===== config.mk =====
export PLATFORM = sky130hd
export DESIGN_NAME = dodt_ctrl
export DESIGN_NICKNAME = d
export VERILOG_FILES = /design/src/include/dodt_pkg.sv /design/src/hw/dodt_ctrl.sv /design/src/hw/dodt_hist.sv
export SDC_FILE = /design/constraint.sdc
export NUM_CORES = 1
export LEC_CHECK = 0
export BUFFER_PORTS_ARGS = -buffer_cell sky130_fd_sc_hd__buf_2
export CAP_MARGIN = 10
export CORE_ASPECT_RATIO = 1.75
export CORE_MARGIN = 10
export CORE_UTILIZATION = 53
export DETAILED_ROUTE_END_ITERATION = 10
export PLACE_DENSITY = 0.77
export SLEW_MARGIN = 20
export SYNTH_ARGS = -nofsm -noshare
export SYNTH_HDL_FRONTEND = slang
export SYNTH_HIERARCHICAL = 1
export SYNTH_SLANG_ARGS = --single-unit

===== constraint.sdc =====
create_clock -name i_sys_clk -period 3.2 [get_ports i_sys_clk]
set_input_delay 0.32 -clock i_sys_clk [delete_from_list [all_inputs] [get_ports i_sys_clk]]
set_output_delay 0.32 -clock i_sys_clk [all_outputs]
set_load 0.005 [all_outputs]

===== src/include/dodt_pkg.sv =====
// Shared constants and types for the dynamic termination controller.
// Assumes mode register words are supplied whole and held stable by the controller.
package dodt_pkg;

  // ==========================================================================
  // History depth and latency arithmetic
  // ==========================================================================
  localparam int unsigned HIST_DEPTH = 32;
  localparam int unsigned HIST_AW    = 5;
  localparam logic [4:0]  ODTL_SUB   = 5'h02;
  localparam logic [4:0]  TAP_SKEW   = 5'h03;
  localparam logic [4:0]  BC4_END_CK = 5'h04;
  localparam logic [4:0]  BL8_END_CK = 5'h06;
  localparam logic [4:0]  AL_CL_M1   = 5'h01;
  localparam logic [4:0]  AL_CL_M2   = 5'h02;
  localparam logic [4:0]  AL_ZERO    = 5'h00;

  // ==========================================================================
  // Mode register field positions
  // ==========================================================================
  localparam int unsigned MR0_DLL_PD   = 12;
  localparam int unsigned MR1_NOM_HI   = 9;
  localparam int unsigned MR1_NOM_MID  = 6;
  localparam int unsigned MR1_NOM_LO   = 2;
  localparam int unsigned MR1_AL_HI    = 4;
  localparam int unsigned MR1_AL_LO    = 3;
  localparam int unsigned MR2_WR_HI    = 10;
  localparam int unsigned MR2_WR_LO    = 9;

  // ==========================================================================
  // Field encodings
  // ==========================================================================
  localparam logic [1:0] AL_SEL_M1  = 2'h1;
  localparam logic [1:0] AL_SEL_M2  = 2'h2;
  localparam logic [1:0] AL_SEL_RSV = 2'h3;
  localparam logic [2:0] NOM_OFF    = 3'h0;
  localparam logic [2:0] NOM_DIV12  = 3'h4;
  localparam logic [2:0] NOM_DIV8   = 3'h5;
  localparam logic [1:0] WR_OFF     = 2'h0;
  localparam logic [1:0] WR_RSV     = 2'h3;

  // ==========================================================================
  // Types
  // ==========================================================================
  typedef enum logic [2:0] {
    RTT_OFF,
    RTT_DIV2,
    RTT_DIV4,
    RTT_DIV6,
    RTT_DIV8,
    RTT_DIV12
  } dodt_rtt_t;

  typedef struct packed {
    logic odt;
    logic wr_bc4;
    logic wr_bl8;
  } dodt_hist_t;

  typedef struct packed {
    logic [15:0] mr0;
    logic [15:0] mr1;
    logic [15:0] mr2;
    logic [4:0]  cl;
    logic [4:0]  cwl;
  } dodt_mode_t;

endpackage


===== src/hw/dodt_ctrl.sv =====
// Termination control: nominal and write strength, synchronous latency.
// Assumes pin and command inputs are sampled on the system clock edge.

module dodt_ctrl (
  // Clock and reset.
  input  wire logic                 i_sys_clk,
  input  wire logic                 i_rst,
  // Pin and command inputs.
  input  wire logic                 i_odt,
  input  wire logic                 i_wr_cmd,
  input  wire logic                 i_wr_bc4,
  // Mode registers and latencies.
  input  wire dodt_pkg::dodt_mode_t i_mode,
  // Device state.
  input  wire logic                 i_dll_locked,
  input  wire logic                 i_dll_disable,
  input  wire logic                 i_cke,
  input  wire logic                 i_self_refresh,
  input  wire logic                 i_pd_active,
  input  wire logic                 i_pd_precharge,
  // Termination outputs.
  output logic                      o_rtt_on,
  output dodt_pkg::dodt_rtt_t       o_rtt_code,
  output logic                      o_rtt_wr_sel,
  output logic                      o_adc_undef,
  output logic                      o_sync_mode,
  output logic                      o_cfg_err
);

  // ==========================================================================
  // Decode functions
  // ==========================================================================
  function automatic dodt_pkg::dodt_rtt_t nom_dec(input logic [2:0] code);
    case (code)
      3'h1:    nom_dec = dodt_pkg::RTT_DIV4;
      3'h2:    nom_dec = dodt_pkg::RTT_DIV2;
      3'h3:    nom_dec = dodt_pkg::RTT_DIV6;
      3'h4:    nom_dec = dodt_pkg::RTT_DIV12;
      3'h5:    nom_dec = dodt_pkg::RTT_DIV8;
      default: nom_dec = dodt_pkg::RTT_OFF;
    endcase
  endfunction

  function automatic dodt_pkg::dodt_rtt_t wr_dec(input logic [1:0] code);
    case (code)
      2'h1:    wr_dec = dodt_pkg::RTT_DIV4;
      2'h2:    wr_dec = dodt_pkg::RTT_DIV2;
      default: wr_dec = dodt_pkg::RTT_OFF;
    endcase
  endfunction

  // ==========================================================================
  // Mode register fields
  // ==========================================================================
  wire logic [2:0] nom_code;
  wire logic [1:0] wr_code;
  wire logic [1:0] al_sel;
  wire logic       dll_pd_keep;
  wire logic       dyn_en;
  wire logic       nom_en;

  assign nom_code    = {i_mode.mr1[dodt_pkg::MR1_NOM_HI], i_mode.mr1[dodt_pkg::MR1_NOM_MID],
                        i_mode.mr1[dodt_pkg::MR1_NOM_LO]};
  assign wr_code     = {i_mode.mr2[dodt_pkg::MR2_WR_HI], i_mode.mr2[dodt_pkg::MR2_WR_LO]};
  assign al_sel      = {i_mode.mr1[dodt_pkg::MR1_AL_HI], i_mode.mr1[dodt_pkg::MR1_AL_LO]};
  assign dll_pd_keep = i_mode.mr0[dodt_pkg::MR0_DLL_PD];
  assign dyn_en      = wr_code != dodt_pkg::WR_OFF;
  assign nom_en      = nom_code != dodt_pkg::NOM_OFF;

  // ==========================================================================
  // Latency arithmetic
  // ==========================================================================
  wire logic [4:0] al_ck;
  wire logic [4:0] wl_ck;
  wire logic [4:0] odtl_ck;
  wire logic [4:0] tap_on;
  wire logic [4:0] tap_bc4;
  wire logic [4:0] tap_bl8;

  // Additive latency feeds both write latency and the pin delay.
  assign al_ck   = (al_sel == dodt_pkg::AL_SEL_M1) ? i_mode.cl - dodt_pkg::AL_CL_M1 :
                   (al_sel == dodt_pkg::AL_SEL_M2) ? i_mode.cl - dodt_pkg::AL_CL_M2 :
                   dodt_pkg::AL_ZERO;
  assign wl_ck   = i_mode.cwl + al_ck;
  assign odtl_ck = wl_ck - dodt_pkg::ODTL_SUB;
  // Two pipeline stages sit between the history and the outputs.
  assign tap_on  = odtl_ck - dodt_pkg::TAP_SKEW;
  assign tap_bc4 = odtl_ck + dodt_pkg::BC4_END_CK - dodt_pkg::TAP_SKEW;
  assign tap_bl8 = odtl_ck + dodt_pkg::BL8_END_CK - dodt_pkg::TAP_SKEW;

  // ==========================================================================
  // Operating mode
  // ==========================================================================
  wire logic pin_ignore;
  wire logic sync_w;

  assign pin_ignore = i_self_refresh | i_dll_disable | (!nom_en & !dyn_en);
  assign sync_w     = i_dll_locked & !i_dll_disable & (nom_en | dyn_en) &
                      (i_cke | i_pd_active | (i_pd_precharge & dll_pd_keep));

  // ==========================================================================
  // Sample history
  // ==========================================================================
  dodt_pkg::dodt_hist_t hist_in;
  dodt_pkg::dodt_hist_t rd_on;
  dodt_pkg::dodt_hist_t rd_bc4;
  dodt_pkg::dodt_hist_t rd_bl8;

  // Writes without dynamic termination leave the strength nominal.
  assign hist_in = {i_odt, i_wr_cmd & i_wr_bc4 & dyn_en, i_wr_cmd & !i_wr_bc4 & dyn_en};

  dodt_hist u_hist (
    .i_sys_clk (i_sys_clk),
    .i_rst     (i_rst),
    .i_wdata   (hist_in),
    .i_tap_a   (tap_on),
    .i_tap_b   (tap_bc4),
    .i_tap_c   (tap_bl8),
    .o_rd_a    (rd_on),
    .o_rd_b    (rd_bc4),
    .o_rd_c    (rd_bl8)
  );

  // ==========================================================================
  // Termination state
  // ==========================================================================
  wire logic                wr_start;
  wire logic                wr_end;
  wire logic [4:0]          start_len;
  wire logic [4:0]          rem_dec;
  wire logic [4:0]          rem_d;
  logic      [4:0]          rem_q;
  wire logic                wr_act_d;
  wire logic                on_d;
  wire logic                adc_d;
  wire logic                err_d;
  wire dodt_pkg::dodt_rtt_t code_d;

  assign wr_start = rd_on.wr_bc4 | rd_on.wr_bl8;
  assign wr_end   = rd_bc4.wr_bc4 | rd_bl8.wr_bl8;
  // Overlapping bursts keep the longest remaining window; leaving sync mode clears it.
  assign start_len = !wr_start ? 5'h00 :
                     rd_on.wr_bl8 ? dodt_pkg::BL8_END_CK : dodt_pkg::BC4_END_CK;
  assign rem_dec   = (rem_q != 5'h00) ? rem_q - 5'h01 : 5'h00;
  assign rem_d     = !sync_w ? 5'h00 : (start_len > rem_dec) ? start_len : rem_dec;
  assign wr_act_d  = rem_d != 5'h00;
  // Outside synchronous mode the pin bypasses the history and reaches the output one clock later.
  assign on_d     = !pin_ignore & (sync_w ? rd_on.odt : i_odt);
  assign code_d   = !on_d ? dodt_pkg::RTT_OFF :
                    wr_act_d ? wr_dec(wr_code) : nom_dec(nom_code);
  assign adc_d    = on_d & (wr_act_d != o_rtt_wr_sel);
  assign err_d    = (nom_code > dodt_pkg::NOM_DIV8) | (wr_code == dodt_pkg::WR_RSV) |
                    (al_sel == dodt_pkg::AL_SEL_RSV) |
                    (((nom_code == dodt_pkg::NOM_DIV12) | (nom_code == dodt_pkg::NOM_DIV8)) &
                     (i_self_refresh | (on_d & !wr_act_d & i_wr_cmd)));

  always_ff @(posedge i_sys_clk or posedge i_rst) begin
    if (i_rst) begin
      o_rtt_on     <= 1'b0;
      o_rtt_code   <= dodt_pkg::RTT_OFF;
      o_rtt_wr_sel <= 1'b0;
      o_adc_undef  <= 1'b0;
      o_sync_mode  <= 1'b0;
      o_cfg_err    <= 1'b0;
      rem_q        <= 5'h00;
    end else begin
      o_rtt_on     <= on_d;
      o_rtt_code   <= code_d;
      o_rtt_wr_sel <= wr_act_d;
      o_adc_undef  <= adc_d;
      o_sync_mode  <= sync_w;
      o_cfg_err    <= err_d;
      rem_q        <= rem_d;
    end
  end

  // ==========================================================================
  // Checks
  // ==========================================================================
  wire logic chk_c;

  assign chk_c = sync_w & !pin_ignore & (i_mode.cwl == 5'h05) & (al_sel == 2'h0);

  sr_ignore_a: assert property (@(posedge i_sys_clk) disable iff (i_rst)
    i_self_refresh |=> !o_rtt_on && o_rtt_code == dodt_pkg::RTT_OFF)
    else $error("Termination active after self refresh entry.");

  dll_off_a: assert property (@(posedge i_sys_clk) disable iff (i_rst)
    i_dll_disable |=> !o_rtt_on && !o_sync_mode && !o_rtt_wr_sel)
    else $error("Termination active with DLL disabled.");

  pd_active_a: assert property (@(posedge i_sys_clk) disable iff (i_rst)
    (i_pd_active && i_dll_locked && !i_dll_disable && (nom_en || dyn_en)) |=> o_sync_mode)
    else $error("Active power-down left synchronous mode.");

  pd_precharge_a: assert property (@(posedge i_sys_clk) disable iff (i_rst)
    (i_pd_precharge && !i_pd_active && !i_cke && !dll_pd_keep) |=> !o_sync_mode)
    else $error("Precharge power-down without DLL stayed synchronous.");

  wr_code_a: assert property (@(posedge i_sys_clk) disable iff (i_rst)
    (o_rtt_on && o_rtt_wr_sel) |-> o_rtt_code == wr_dec($past(wr_code)))
    else $error("Write strength does not match write field.");

  nom_code_a: assert property (@(posedge i_sys_clk) disable iff (i_rst)
    (o_rtt_on && !o_rtt_wr_sel) |-> o_rtt_code == nom_dec($past(nom_code)))
    else $error("Nominal strength does not match nominal field.");

  adc_window_a: assert property (@(posedge i_sys_clk) disable iff (i_rst)
    ($changed(o_rtt_wr_sel) && o_rtt_on) |-> o_adc_undef)
    else $error("Strength change without undefined window.");

  odt_latency_a: assert property (@(posedge i_sys_clk) disable iff (i_rst)
    ($rose(i_odt) && chk_c) ##1 chk_c ##1 chk_c |=> o_rtt_on)
    else $error("Termination not on three clocks after pin high.");

  wr_start_a: assert property (@(posedge i_sys_clk) disable iff (i_rst)
    (i_wr_cmd && dyn_en && chk_c) ##1 chk_c ##1 chk_c |=> o_rtt_wr_sel)
    else $error("Write strength not selected at write latency minus two.");

  bc4_end_a: assert property (@(posedge i_sys_clk) disable iff (i_rst)
    (i_wr_cmd && i_wr_bc4 && dyn_en && chk_c) ##1 (!i_wr_cmd && chk_c)[*6] |=> !o_rtt_wr_sel)
    else $error("Burst-chop write strength not released.");

  bl8_end_a: assert property (@(posedge i_sys_clk) disable iff (i_rst)
    (i_wr_cmd && !i_wr_bc4 && dyn_en && chk_c) ##1 (!i_wr_cmd && chk_c)[*8] |=> !o_rtt_wr_sel)
    else $error("Burst-length-8 write strength not released.");

  win_end_a: assert property (@(posedge i_sys_clk) disable iff (i_rst)
    chk_c[*7] ##0 wr_end |-> o_rtt_wr_sel)
    else $error("Write window closed before its burst end.");

endmodule


===== src/hw/dodt_hist.sv =====
// Sample history of the termination pin and write commands, with three taps.
// Assumes tap indices are below the history depth.
module dodt_hist (
  // Clock and reset.
  input  wire logic                           i_sys_clk,
  input  wire logic                           i_rst,
  // New sample.
  input  wire dodt_pkg::dodt_hist_t           i_wdata,
  // Tap indices.
  input  wire logic [dodt_pkg::HIST_AW-1:0]   i_tap_a,
  input  wire logic [dodt_pkg::HIST_AW-1:0]   i_tap_b,
  input  wire logic [dodt_pkg::HIST_AW-1:0]   i_tap_c,
  // Registered tap data.
  output dodt_pkg::dodt_hist_t                o_rd_a,
  output dodt_pkg::dodt_hist_t                o_rd_b,
  output dodt_pkg::dodt_hist_t                o_rd_c
);

  // ==========================================================================
  // Shift history
  // ==========================================================================
  dodt_pkg::dodt_hist_t mem_q [dodt_pkg::HIST_DEPTH];

  always_ff @(posedge i_sys_clk or posedge i_rst) begin
    if (i_rst) begin
      for (int i = 0; i < dodt_pkg::HIST_DEPTH; i++) begin
        mem_q[i] <= '0;
      end
      o_rd_a <= '0;
      o_rd_b <= '0;
      o_rd_c <= '0;
    end else begin
      mem_q[0] <= i_wdata;
      for (int i = 1; i < dodt_pkg::HIST_DEPTH; i++) begin
        mem_q[i] <= mem_q[i-1];
      end
      o_rd_a <= mem_q[i_tap_a];
      o_rd_b <= mem_q[i_tap_b];
      o_rd_c <= mem_q[i_tap_c];
    end
  end

endmodule


======== Yosys cells after proc, flatten, opt, wreduce, memory -nomap -nowiden ========
Index checks and enable logic that the tools add are counted.
storage, ports and cells
  flip-flop bits (word level) ............. 112
  bits of input ports ..................... 69
  output and inout bits ................... 8
  logic and storage cells ................. 178
operators by class
  $add $sub $neg .......................... 6
  order comparisons ....................... 3
  equal/unequal tests ..................... 12
  mux-type cells .......................... 15
  bitwise gates (word level) .............. 26
  reductions and logical operators ........ 10
operators with widths
  kind                   number
  $mux W5                5
  $bmux W3 S5            1
  $mux W3                5
  $pmux W3 S5            1
  $sub A5 B2 Y5 const B  3
  $and A1 B1 Y1          14
  $or A1 B1 Y1           11
  $reduce_bool A5 Y1     2
  $sub A5 B1 Y5 const B  2
  $eq A2 B2 Y1 const B   4
  $eq A3 B2 Y1 const B   2
  $eq A3 B3 Y1 const B   2
  $ge A6 B6 Y1 const B   1
  $logic_not A1 Y1       6
  $not A5 Y6             1
  $add A5 B5 Y5          1
  $gt A3 B5 Y1           1
  $eq A2 B1 Y1 const B   2
  $pmux W2 S2            1
  $eq A3 B1 Y1 const B   1
  $gt A3 B3 Y1 const B   1
  $reduce_bool A3 Y1     1
  $mux W2                1
  $reduce_bool A2 Y1     1
  2 further kinds        2

======== Depth between registers and ports, before layout ========
Gate-level depths: netlist (run 1).
  depth after elaboration ................. 12
  mapped depth ............................ 16
  mapped depth without buffers ............ 15

======== By module ========
The synthesis (run 1) kept the hierarchy.
by module, submodules not included
  module     times used  cells each  area an instance (um^2)  sequential area each (um^2)
  dodt_hist  1           226         4,887.2                  2,627.5
  dodt_ctrl  1           162         1,386.3                  325.3

======== Least setup slack after synthesis (run 1) ========
OpenSTA, ideal clock, no wires.
  path kind ............................... input -> register
  start ................................... input i_mode[6] in the netlist's numbering
  end ..................................... register u_hist/o_rd_b[0] (netlist name)
  setup time .............................. 0.125 ns
  arrival time ............................ 3.907 ns
  data required time ...................... 3.075 ns
  slack ................................... -0.832 ns
  stages .................................. 15
  buffers on the path ..................... 3
  path through ............................ inv_1 > ha_1 > o22a_1 > ha_1 > inv_1 > ha_1 > inv_1 > fa_1 > clkbuf_1 > xnor2_1 > clkbuf_1 > clkbuf_1 > mux4_2 > mux4_2 > mux2_2
RTL lines
  item             line             RTL
  start, declared  dodt_ctrl.sv:13  input wire dodt_pkg::dodt_mode_t i_mode,

======== Final worst setup path (run 1) ========
  start ................................... input i_mode[6] in the netlist's numbering
  end ..................................... register u_hist/o_rd_a[1] in the netlist's numbering
on the way
  longest elaborated chain between the ends .. 10
  elaborated cells on any way between the ends .. 11
  those cells by class .................... add/sub: 5; mux: 5; bitwise: 1
RTL lines
  item                                             line             RTL
  $sub A5 B2 Y5                                    dodt_ctrl.sv:82  (al_sel == dodt_pkg::AL_SEL_M2) ? i_mode.cl - dodt_pkg::AL_CL_M2 :
  $mux W5                                          dodt_ctrl.sv:82
  $mux W5 (*)                                      dodt_ctrl.sv:81  assign al_ck = (al_sel == dodt_pkg::AL_SEL_M1) ? i_mode.cl - dodt_pkg::AL_CL_M1 :
  $add A5 B5 Y5 (*)                                dodt_ctrl.sv:84  assign wl_ck = i_mode.cwl + al_ck;
  $sub A5 B2 Y5 (*)                                dodt_ctrl.sv:85  assign odtl_ck = wl_ck - dodt_pkg::ODTL_SUB;
  $sub A5 B2 Y5 (*)                                dodt_ctrl.sv:87  assign tap_on = odtl_ck - dodt_pkg::TAP_SKEW;
  named net tap_on[2]                              dodt_ctrl.sv:76  wire logic [4:0] tap_on;
  $not A5 Y6 (implied by the code) (*)             dodt_hist.sv:37  o_rd_a <= mem_q[i_tap_a];
  $bmux W3 S5 (*)                                  dodt_hist.sv:37
  $mux W3 (implied by the code) (*) (2 in series)  dodt_hist.sv:37
  end signal, assigned                             dodt_hist.sv:37
  end, declared                                    dodt_hist.sv:14  output dodt_pkg::dodt_hist_t o_rd_a,
Mark *: on every way through the listed nets, which the timed path passes. The rest lies on a longest branch. The select of a mux whose other input is x is not followed.

==> flow_metrics.env, run 1 <==
export IMPL_outcome="complete, but fails checks"
export IMPL_violations="negative hold slack"
export IMPL_cp_common_cell="mux4_2"
export IMPL_slowest_delay_ns=0.55
export IMPL_hpwl_mm=5.997
export IMPL_cts_hold_buf=0
export IMPL_grt_pass1_vias=2954
export IMPL_clock_sinks=112
export IMPL_final_hold_viol_count=5
export IMPL_wl_per_cell_um=18.08
export IMPL_syn_inst=289
export IMPL_die_w_um=89.92
export IMPL_antenna_found_initial=0
export IMPL_irDropWorstVdd_v=0.0003971
export IMPL_slew_viol_final=0
export IMPL_maxClockFrequency_mhz=313.1
export IMPL_worstPathArrival_ns=3.43
export IMPL_hold_path_class="in -> async"
export IMPL_clkTransAtPathRegs_ns=0.07
export IMPL_clockBufferDepth=2
export IMPL_syn_nets=374
export IMPL_critPathTopFamily="multiplexers"
export IMPL_grt_start_max_net_pins=36
export IMPL_finalCriticalPeriod_ns=3.194
export IMPL_cts_root_buf="clkbuf_16"
export IMPL_htree_levels=3
export IMPL_worst_pin_slew_ns=0.5068
export IMPL_hold_slack_ns=-0.005205
export IMPL_start_util_pct=54.55
export IMPL_cts_tree="built"
export IMPL_final_nets=433
export IMPL_powerDensity_nw_per_um2=674.4
export IMPL_post_route_period_util_pct=99.81
export IMPL_slowest_stage="fa_2"
export IMPL_clock_skew_ns=0.008046
export IMPL_drive_above_1_share_pct=34.56
export IMPL_grt_ovfl_total=0
export IMPL_end_kind="flop"
export IMPL_path_class="in -> reg"
export IMPL_gp_congestion=0.8075
export IMPL_dp_slack_ns=-0.4945
export IMPL_crit_buf_inv=5
export IMPL_syn_area_per_cell_um2=15.69
export IMPL_cts_buffers=9
export IMPL_routed_wl_mm=8.460
export IMPL_crit_path_start_kind="primary input"
export IMPL_vias=2567
export IMPL_dieHeight_um=142.4
export IMPL_ys_warn_count=6
export IMPL_diodes=0
export IMPL_syn_area_um2=4534
export IMPL_setup_slack_ns=0.005978
export IMPL_cap_violations=0
export IMPL_antenna_left=0
export IMPL_grt_pass1_wl_mm=14.91
export IMPL_portBuffers=36
export IMPL_ioPinCount=77
export IMPL_r2r_slack_ns=0.33
export IMPL_clk_latency_ns=0.34
export IMPL_path_cells="buf_12 > inv_12 > ha_4 > o22a_1 > ha_1 > inv_1 > ha_2 > inv_2 > fa_2 > xnor2_2 > inv_4 > mux4_2 > mux4_2 > mux2_4"
export IMPL_die_area_um2=12800
export IMPL_viasPerCell=5.485
export IMPL_max_slew_margin_pct=66.18
export IMPL_area_delta_synth_final_pct=18.63
export IMPL_setup_violations=0
export IMPL_drcViolationCount=0
export IMPL_final_common_cell="dfrtp_1"
export IMPL_initialDrtViolationCount=85
export IMPL_final_cell_mix="dfrtp_1, buf_2, mux4_2"
export IMPL_dr_pass1_iters=4
export IMPL_crit_fanout=5
export IMPL_rows=44
export IMPL_worstPathRequired_ns=3.43
export IMPL_p_leak_nw=2.538
export IMPL_grt_total_usage_pct=14.55
export IMPL_coreArea_um2=8313
export IMPL_rsz0062_at_grt="true"
## area by class of cell
class / instances / area [um^2]
multi-input cells: 145 / 1624
flip-flops and latches: 112 / 2803
repair buffers: 58 / 424.2
well taps: 115 / 143.9
clock inverters: 4 / 28.78
fillers: 582 / 2934
clock buffers: 12 / 256.5
inverters: 22 / 98.84
## power breakdown
part           switching [mW]  internal, mW  leakage (nW)
clock network           0.479         0.571         0.135
logic                   0.450         0.570         0.973
registers              0.0536          1.50          1.43
total                   0.983          2.64          2.54
## path summary, 6_finish.rpt
check,end,from,cells past startpoint
max,u_hist/o_rd_a[1],i_mode[6],14
min,u_hist/mem_q[74],i_rst,2
max reg2reg,o_rtt_code[0],rem_q[0],11
min reg2reg,u_hist/mem_q[51],u_hist/mem_q[54],0
max in group asynchronous,u_hist/mem_q[1],i_rst,3
min in group i_sys_clk,u_hist/mem_q[95],i_odt,1
## state kept, by name, summed over array words and instances, names as in the netlist
name / flops
o_cfg_err: 1
u_hist/mem_q: 96
o_rtt_wr_sel: 1
rem_q: 5
o_adc_undef: 1
o_rtt_code: 3
o_rtt_on: 1
u_hist/o_rd_a: 3
o_sync_mode: 1
## per-stage QoR
step	setup TNS [ns]	util, %	area (um^2)	std cells	power [mW]
2_1_floorplan	-0.6863	-	4604	289	2.295
3_3_place_gp	-1.342	60.45	5025	450	2.517
3_5_place_dp	-1.449	60.45	5025	450	2.549
4_1_cts	-0.1254	64.55	5366	468	3.652
5_1_grt	-0.1493	64.71	5379	468	3.804
6_report	0	64.71	5379	468	3.627
## per-layer routing
metal	vias up	track usage, %	part of all wire [%]
met2	55	24.85	52
met1	1345	16.32	41
met4	0	8.249	3.0
met5	-	0	0
li1	1149	-	-
met3	18	3.539	4.1
## repair_timing
item | 4_1_cts | 5_1_grt
pin swaps | 3 | 2
setup buffers | 1 | 0
endpoints found under the hold margin | 0 | 0
gates cloned | 1 | 0
gates resized for setup | 7 | 3
setup endpoints to repair | 3 | 3
(Power assumes the default switching activity.)
==> run 2, diff against run 1 <==
CORE_UTILIZATION = 50   (was 53)
PLACE_DENSITY = 0.75   (was 0.77)
SYNTH_HIERARCHICAL = unset   (was 1)
clock period = 2.7 ns   (was 3.2 ns; I/O delays follow)
==> run 2 against run 1 <==
Compared with the run above: the flow still finishes with violations (negative hold slack); largest cell class unchanged; sequential share of layout area rose by 0.37 points; routed wire length shrank 2.7%; cell area shrank 0.70%; critical path depth unchanged; synthesized cell count decreased by 2.8%; die area grew 2.7%.
==> flow_metrics.env, run 2 <==
export IMPL_outcome="complete, but fails checks"
export IMPL_violations="negative hold slack"
export IMPL_powerDensity_nw_per_um2=782.3
export IMPL_clk_latency_ns=0.34
export IMPL_die_w_um=91.09
export IMPL_dieHeight_um=144.4
export IMPL_die_area_um2=13150
export IMPL_synth_common_cells="dfrtp_1, mux4_2, inv_1"
export IMPL_hold_path_class="in -> async"
export IMPL_worstPathArrival_ns=2.85
export IMPL_yosys_area_top_type="dfrtp_1"
export IMPL_gp_congestion=0.8449
export IMPL_initialDrtViolationCount=143
export IMPL_path_class="in -> reg"
export IMPL_p_leak_nw=2.498
export IMPL_final_nets=423
export IMPL_yosysSeqAreaShare_pct=63.38
export IMPL_worstPathRequired_ns=2.93
export IMPL_clkTransAtPathRegs_ns=0.07
export IMPL_ioPinCount=77
export IMPL_worst_pin_slew_ns=0.5934
export IMPL_synth_most_common_cell="dfrtp_1"
export IMPL_clock_sinks=112
export IMPL_hold_slack_ns=-0.008773
export IMPL_synth_edf_count=0
export IMPL_power_mw=4.178
export IMPL_start_util_pct=51.00
export IMPL_diodes=0
export IMPL_htree_levels=3
export IMPL_design_area_um2=5341
export IMPL_grt_total_usage_pct=13.38
export IMPL_hpwl_mm=5.852
export IMPL_portBuffers=36
export IMPL_viasPerCell=5.478
export IMPL_ys_warn_count=0
export IMPL_largest_register="u_hist.mem_q"
export IMPL_area_delta_synth_final_pct=20.80
export IMPL_maxClockFrequency_mhz=382.7
export IMPL_cts_tree="built"
export IMPL_final_common_cell="dfrtp_1"
export IMPL_synthArstFlopShare_pct=100.0
export IMPL_final_util_pct=61.60
export IMPL_end_kind="flop"
export IMPL_irDropWorstVdd_v=0.0003413
export IMPL_synth_seq_cells=112
export IMPL_grt_start_max_net_pins=85
export IMPL_worstRegToRegCells=10
export IMPL_slew_viol_final=0
export IMPL_grt_pass1_wl_mm=13.80
export IMPL_antenna_left=0
export IMPL_ys_types=41
export IMPL_cts_hold_buf=0
export IMPL_crit_path_start_kind="primary input"
export IMPL_final_cell_mix="dfrtp_1, buf_2, mux4_2"
export IMPL_post_route_period_util_pct=96.79
export IMPL_routed_wl_mm=8.232
export IMPL_syn_nets=364
export IMPL_setup_slack_ns=0.08668
export IMPL_clock_skew_ns=0.008352
export IMPL_wl_per_cell_um=17.82
export IMPL_grt_ovfl_total=0
export IMPL_antenna_found_initial=0
export IMPL_coreArea_um2=8671
export IMPL_clockBufferDepth=2
export IMPL_setup_tns_ns=0
export IMPL_crit_fanout=6
export IMPL_cts_root_buf="clkbuf_16"
export IMPL_max_slew_margin_pct=60.36
export IMPL_largest_reg_flops=96
export IMPL_drcViolationCount=0
export IMPL_yosysTopAreaCellShare_pct=63.38
export IMPL_drive_above_1_share_pct=35.65
export IMPL_syn_area_per_cell_um2=15.74
export IMPL_cap_violations=0
export IMPL_finalCriticalPeriod_ns=2.613
export IMPL_cts_buffers=9
export IMPL_syn_area_um2=4422
export IMPL_vias=2531
export IMPL_post_dp_cell_area_um2=4959
export IMPL_syn_inst=281
export IMPL_setup_violations=0
export IMPL_synth_ff_type="dfrtp_1"
export IMPL_netlist_top_cells_area="dfrtp_1, mux4_2, ha_1"
export IMPL_final_hold_viol_count=28
export IMPL_grt_pass1_vias=2750
export IMPL_rows=45
export IMPL_reg_top3="u_hist.mem_q x96, rem_q x5"
export IMPL_dp_slack_ns=-0.2614
export IMPL_dr_pass1_iters=4
[run 2: area by class of cell]
cell class | instances | area (um^2)
clock buffer | 9 | 225.2
clock inverter | 7 | 102.6
fill | 652 | 3329
inverter | 23 | 97.59
multi-input combinational | 138 | 1570
sequential | 112 | 2803
tap | 117 | 146.4
timing repair buffer | 56 | 396.6
[run 2: critical path, stage by stage]
cell and delay, ns:
buf_8 0.09, inv_8 0.04, ha_4 0.24, nor2_2 0.03, a21oi_1 0.12, ha_1 0.24
inv_1 0.06, ha_2 0.18, inv_2 0.04, fa_2 0.42, xor2_4 0.20, buf_12 0.15
mux4_2 0.50, mux2_4 0.27
[run 2: worst paths after layout]
check                                 startpoint               end  slack (ns)
worst max-delay path                   i_mode[6]  u_hist.o_rd_a[2]        0.09
worst min-delay path                       i_rst  u_hist.mem_q[26]      -0.009
worst max register to register          rem_q[1]     o_rtt_code[1]        0.25
worst min register to register  u_hist.mem_q[36]  u_hist.mem_q[33]        0.37
max in group asynchronous                  i_rst  u_hist.mem_q[79]        1.93
min in group i_sys_clk                     i_odt  u_hist.mem_q[95]        0.07
[run 2: logic make-up (layout without fill, tap and decap cells)]
| logic type | after synthesis | in the layout | share of synthesized area (%) |
|---|---|---|---|
| AO/OA/AOI/OAI | 36 | 36 | 5.603 |
| XOR/XNOR | 5 | 5 | 0.9903 |
| adder cells (fa/ha/maj) | 14 | 14 | 4.131 |
| buffers and inverters | 31 | 95 | 3.141 |
| flip-flops | 112 | 112 | 63.38 |
| multiplexers | 36 | 36 | 16.89 |
| AND/OR/NAND/NOR | 47 | 47 | 5.857 |
[run 2: timing repair]
item,CTS,global route
endpoints found under the setup margin,0,5
setup buffers,0,1
gates resized for setup,0,12
[run 2: routing by layer]
layer | track usage, % | wire, um
met4 | 7.042 | 196
met1 | 14.87 | 3274
met5 | 0 | 0
met2 | 23.69 | 4459
met3 | 2.595 | 302
[run 2: power by group]
part | internal, mW | leakage, nW | switching [mW] | total [mW]
registers | 1.79 | 1.43 | 0.0607 | 1.85
logic | 0.486 | 0.910 | 0.427 | 0.913
clock network | 0.823 | 0.157 | 0.595 | 1.42
[run 2: through the flow]
stage / std cells / hold slack [ns]
2_1_floorplan: 281 / 0.3014
6_report: 462 / -0.008773
3_3_place_gp: 445 / 0.3522
4_1_cts: 461 / 0.002333
3_5_place_dp: 445 / 0.3564
5_1_grt: 462 / 0.01782
==> run 3, diff against run 2 <==
CORE_ASPECT_RATIO = 0.5   (was 1.75)
CTS_CLUSTER_SIZE = 8   (was unset)
==> run 3 against run 2 <==
Compared with the run above: utilization grew 0.64 points; fmax fell by 0.22%; register-to-register slack got worse by 0.08 ns; highest routed layer unchanged; hold slack better by 0.082 ns; die area is 0.61% higher; non-clock buffer count down 1; critical endpoint is now u_hist.o_rd_a[0]; sequential power hardly changed; largest cell class unchanged; clock skew is 0.00058 ns lower; global-route usage is 0.27 points lower; routed wire length rose by 3.3%; the flow now finishes without violations; first-iteration DRC count rose by 32%.
==> flow_metrics.env, run 3 (same netlist as run 2, synthesis figures left out) <==
export IMPL_setup_violations=0
export IMPL_grt_start_max_net_pins=100
export IMPL_path_cells="buf_8 > inv_6 > ha_4 > nor2_4 > a21oi_2 > ha_1 > inv_1 > ha_2 > inv_2 > fa_2 > xor2_4 > buf_12 > mux4_2 > mux2_4"
export IMPL_cap_violations=0
export IMPL_rsz0062_at_grt="false"
export IMPL_p_int_mw=3.276
export IMPL_vias=2531
export IMPL_finalCriticalPeriod_ns=2.619
export IMPL_viasPerCell=5.490
export IMPL_crit_buf_inv=5
export IMPL_gp_congestion=0.8445
export IMPL_drcViolationCount=0
export IMPL_ioPinCount=77
export IMPL_hold_slack_ns=0.07298
export IMPL_reg_top3="u_hist.mem_q x96, rem_q x5"
export IMPL_slew_viol_final=0
export IMPL_slowest_stage="mux4_2"
export IMPL_clk_latency_ns=0.34
export IMPL_cts_tree="built"
export IMPL_rows=24
export IMPL_grt_total_usage_pct=13.11
export IMPL_combinationalPowerShare_pct=20.3
export IMPL_wl_per_cell_um=18.44
export IMPL_clock_sinks=112
export IMPL_coreArea_um2=8648
export IMPL_final_common_cell="dfrtp_1"
export IMPL_worstPathArrival_ns=2.85
export IMPL_largest_reg_flops=96
export IMPL_path_class="in -> reg"
export IMPL_antenna_left=0
export IMPL_outcome="finished clean"
export IMPL_final_hold_viol_count=0
export IMPL_hold_path_depth=1
export IMPL_clockBufferDepth=2
export IMPL_cts_root_buf="clkbuf_16"
export IMPL_pwr_share_seq_pct=42.8
export IMPL_dr_pass1_iters=4
export IMPL_setup_tns_ns=0
export IMPL_hpwl_mm=5.764
export IMPL_worst_pin_slew_ns=0.8580
export IMPL_die_area_um2=13230
export IMPL_p_leak_nw=2.509
export IMPL_worstPathRequired_ns=2.93
export IMPL_hold_path_class="in -> reg"
export IMPL_post_route_period_util_pct=97.00
export IMPL_area_delta_synth_final_pct=21.73
export IMPL_largest_register="u_hist.mem_q"
export IMPL_irDropWorstVdd_v=0.0003803
export IMPL_final_nets=422
export IMPL_start_util_pct=51.13
export IMPL_htree_levels=3
export IMPL_routed_wl_mm=8.500
export IMPL_slowest_delay_ns=0.51
export IMPL_portBuffers=36
export IMPL_drive_above_1_share_pct=35.47
export IMPL_powerDensity_nw_per_um2=804.1
export IMPL_end_kind="flop"
export IMPL_critPathTopFamily="adder cells"
export IMPL_clock_skew_ns=0.007768
export IMPL_dieHeight_um=86.50
export IMPL_cts_buffers=9
export IMPL_diodes=0
export IMPL_clkTransAtPathRegs_ns=0.07
export IMPL_grt_ovfl_total=0
export IMPL_grt_pass1_vias=2679
export IMPL_crit_fanout=6
export IMPL_maxClockFrequency_mhz=381.8
export IMPL_n_fill_cell=586
export IMPL_initialDrtViolationCount=189
export IMPL_crit_path_start_kind="primary input"
export IMPL_die_w_um=153.0
export IMPL_swShare_pct=24.32
export IMPL_max_slew_margin_pct=42.62
export IMPL_crit_cells=14
export IMPL_worstRegToRegCells=10
export IMPL_antenna_found_initial=0
export IMPL_p_switching_mw=1.053
export IMPL_final_cell_mix="dfrtp_1, buf_2, mux4_2"
export IMPL_grt_pass1_wl_mm=14.09
export IMPL_clkPwrFrac_pct=36.9
==> run 3: power by group through the flow <==
stage          Combinational, mW  Clock [mW]  Sequential [mW]
3_3_place_gp               0.813           0             1.87
3_5_place_dp               0.843           0             1.88
5_1_grt                    0.957        1.70             1.86
6_report                   0.878        1.60             1.85
2_1_floorplan              0.625           0             1.86
4_1_cts                    0.857        1.62             1.85
==> run 3: worst paths after layout <==
kind,slack (ns),startpoint,endpoint
max,0.08,i_mode[6],u_hist.o_rd_a[0]
max in group asynchronous,1.48,i_rst,u_hist.mem_q[89]
min reg2reg,0.37,u_hist.mem_q[89],u_hist.mem_q[86]
min,0.07,i_odt,u_hist.mem_q[95]
min in group asynchronous,0.45,i_rst,rem_q[3]
max reg2reg,0.17,rem_q[0],o_adc_undef
==> run 3: final cells by class <==
type / count / area (um^2) / share of cell area [%]
flip-flops and latches: 112 / 2804 / 52.09
multi-input cells: 138 / 1575 / 29.27
repair buffers: 55 / 391.6 / 7.276
clock buffers: 11 / 242.7 / 4.510
well taps: 117 / 146.4 / 2.720
clock inverters: 5 / 127.6 / 2.371
inverters: 23 / 95.09 / 1.767
==> run 3: per-stage QoR <==
stage          setup slack (ns)  power, mW  instance area [um^2]  instances  utilization (%)
5_1_grt                0.001028      4.522                  5383        461            62.24
3_5_place_dp            -0.2757      2.722                  4943        443            57.16
2_1_floorplan          -0.03774      2.482                  4511        281                -
3_3_place_gp            -0.2162      2.684                  4943        443            57.16
4_1_cts                 0.06724      4.333                  5324        460            61.56
6_report                0.08089      4.328                  5383        461            62.24
==> run 3: repair_timing <==
action                                 in CTS  in global routing
hold buffers                                1                  0
resized for setup                           0                 14
endpoints found under the hold margin      13                  0
setup buffers                               0                  1
setup endpoints to repair                   0                  8
==> run 3: metal layers <==
| metal | routed length (um) | track usage, % | vias to the layer above |
|---|---|---|---|
| met3 | 325 | 3.361 | 11 |
| met4 | 117 | 4.217 | 0 |
| met5 | 0 | 0 | - |
| met2 | 4196 | 21.45 | 54 |
| li1 | - | - | 1134 |
| met1 | 3861 | 16.95 | 1332 |
==> run 3: worst register-to-register path, delay by kind of cell, from the launching register on <==
family                   cells  cell delay [ns]
adder cells (fa/ha/maj)      2             0.57
buffers and inverters        2             0.18
multiplexers                 1             0.14
AO/OA/AOI/OAI                3             0.61
AND/OR/NAND/NOR              2             0.51
flip-flops                   1             0.42
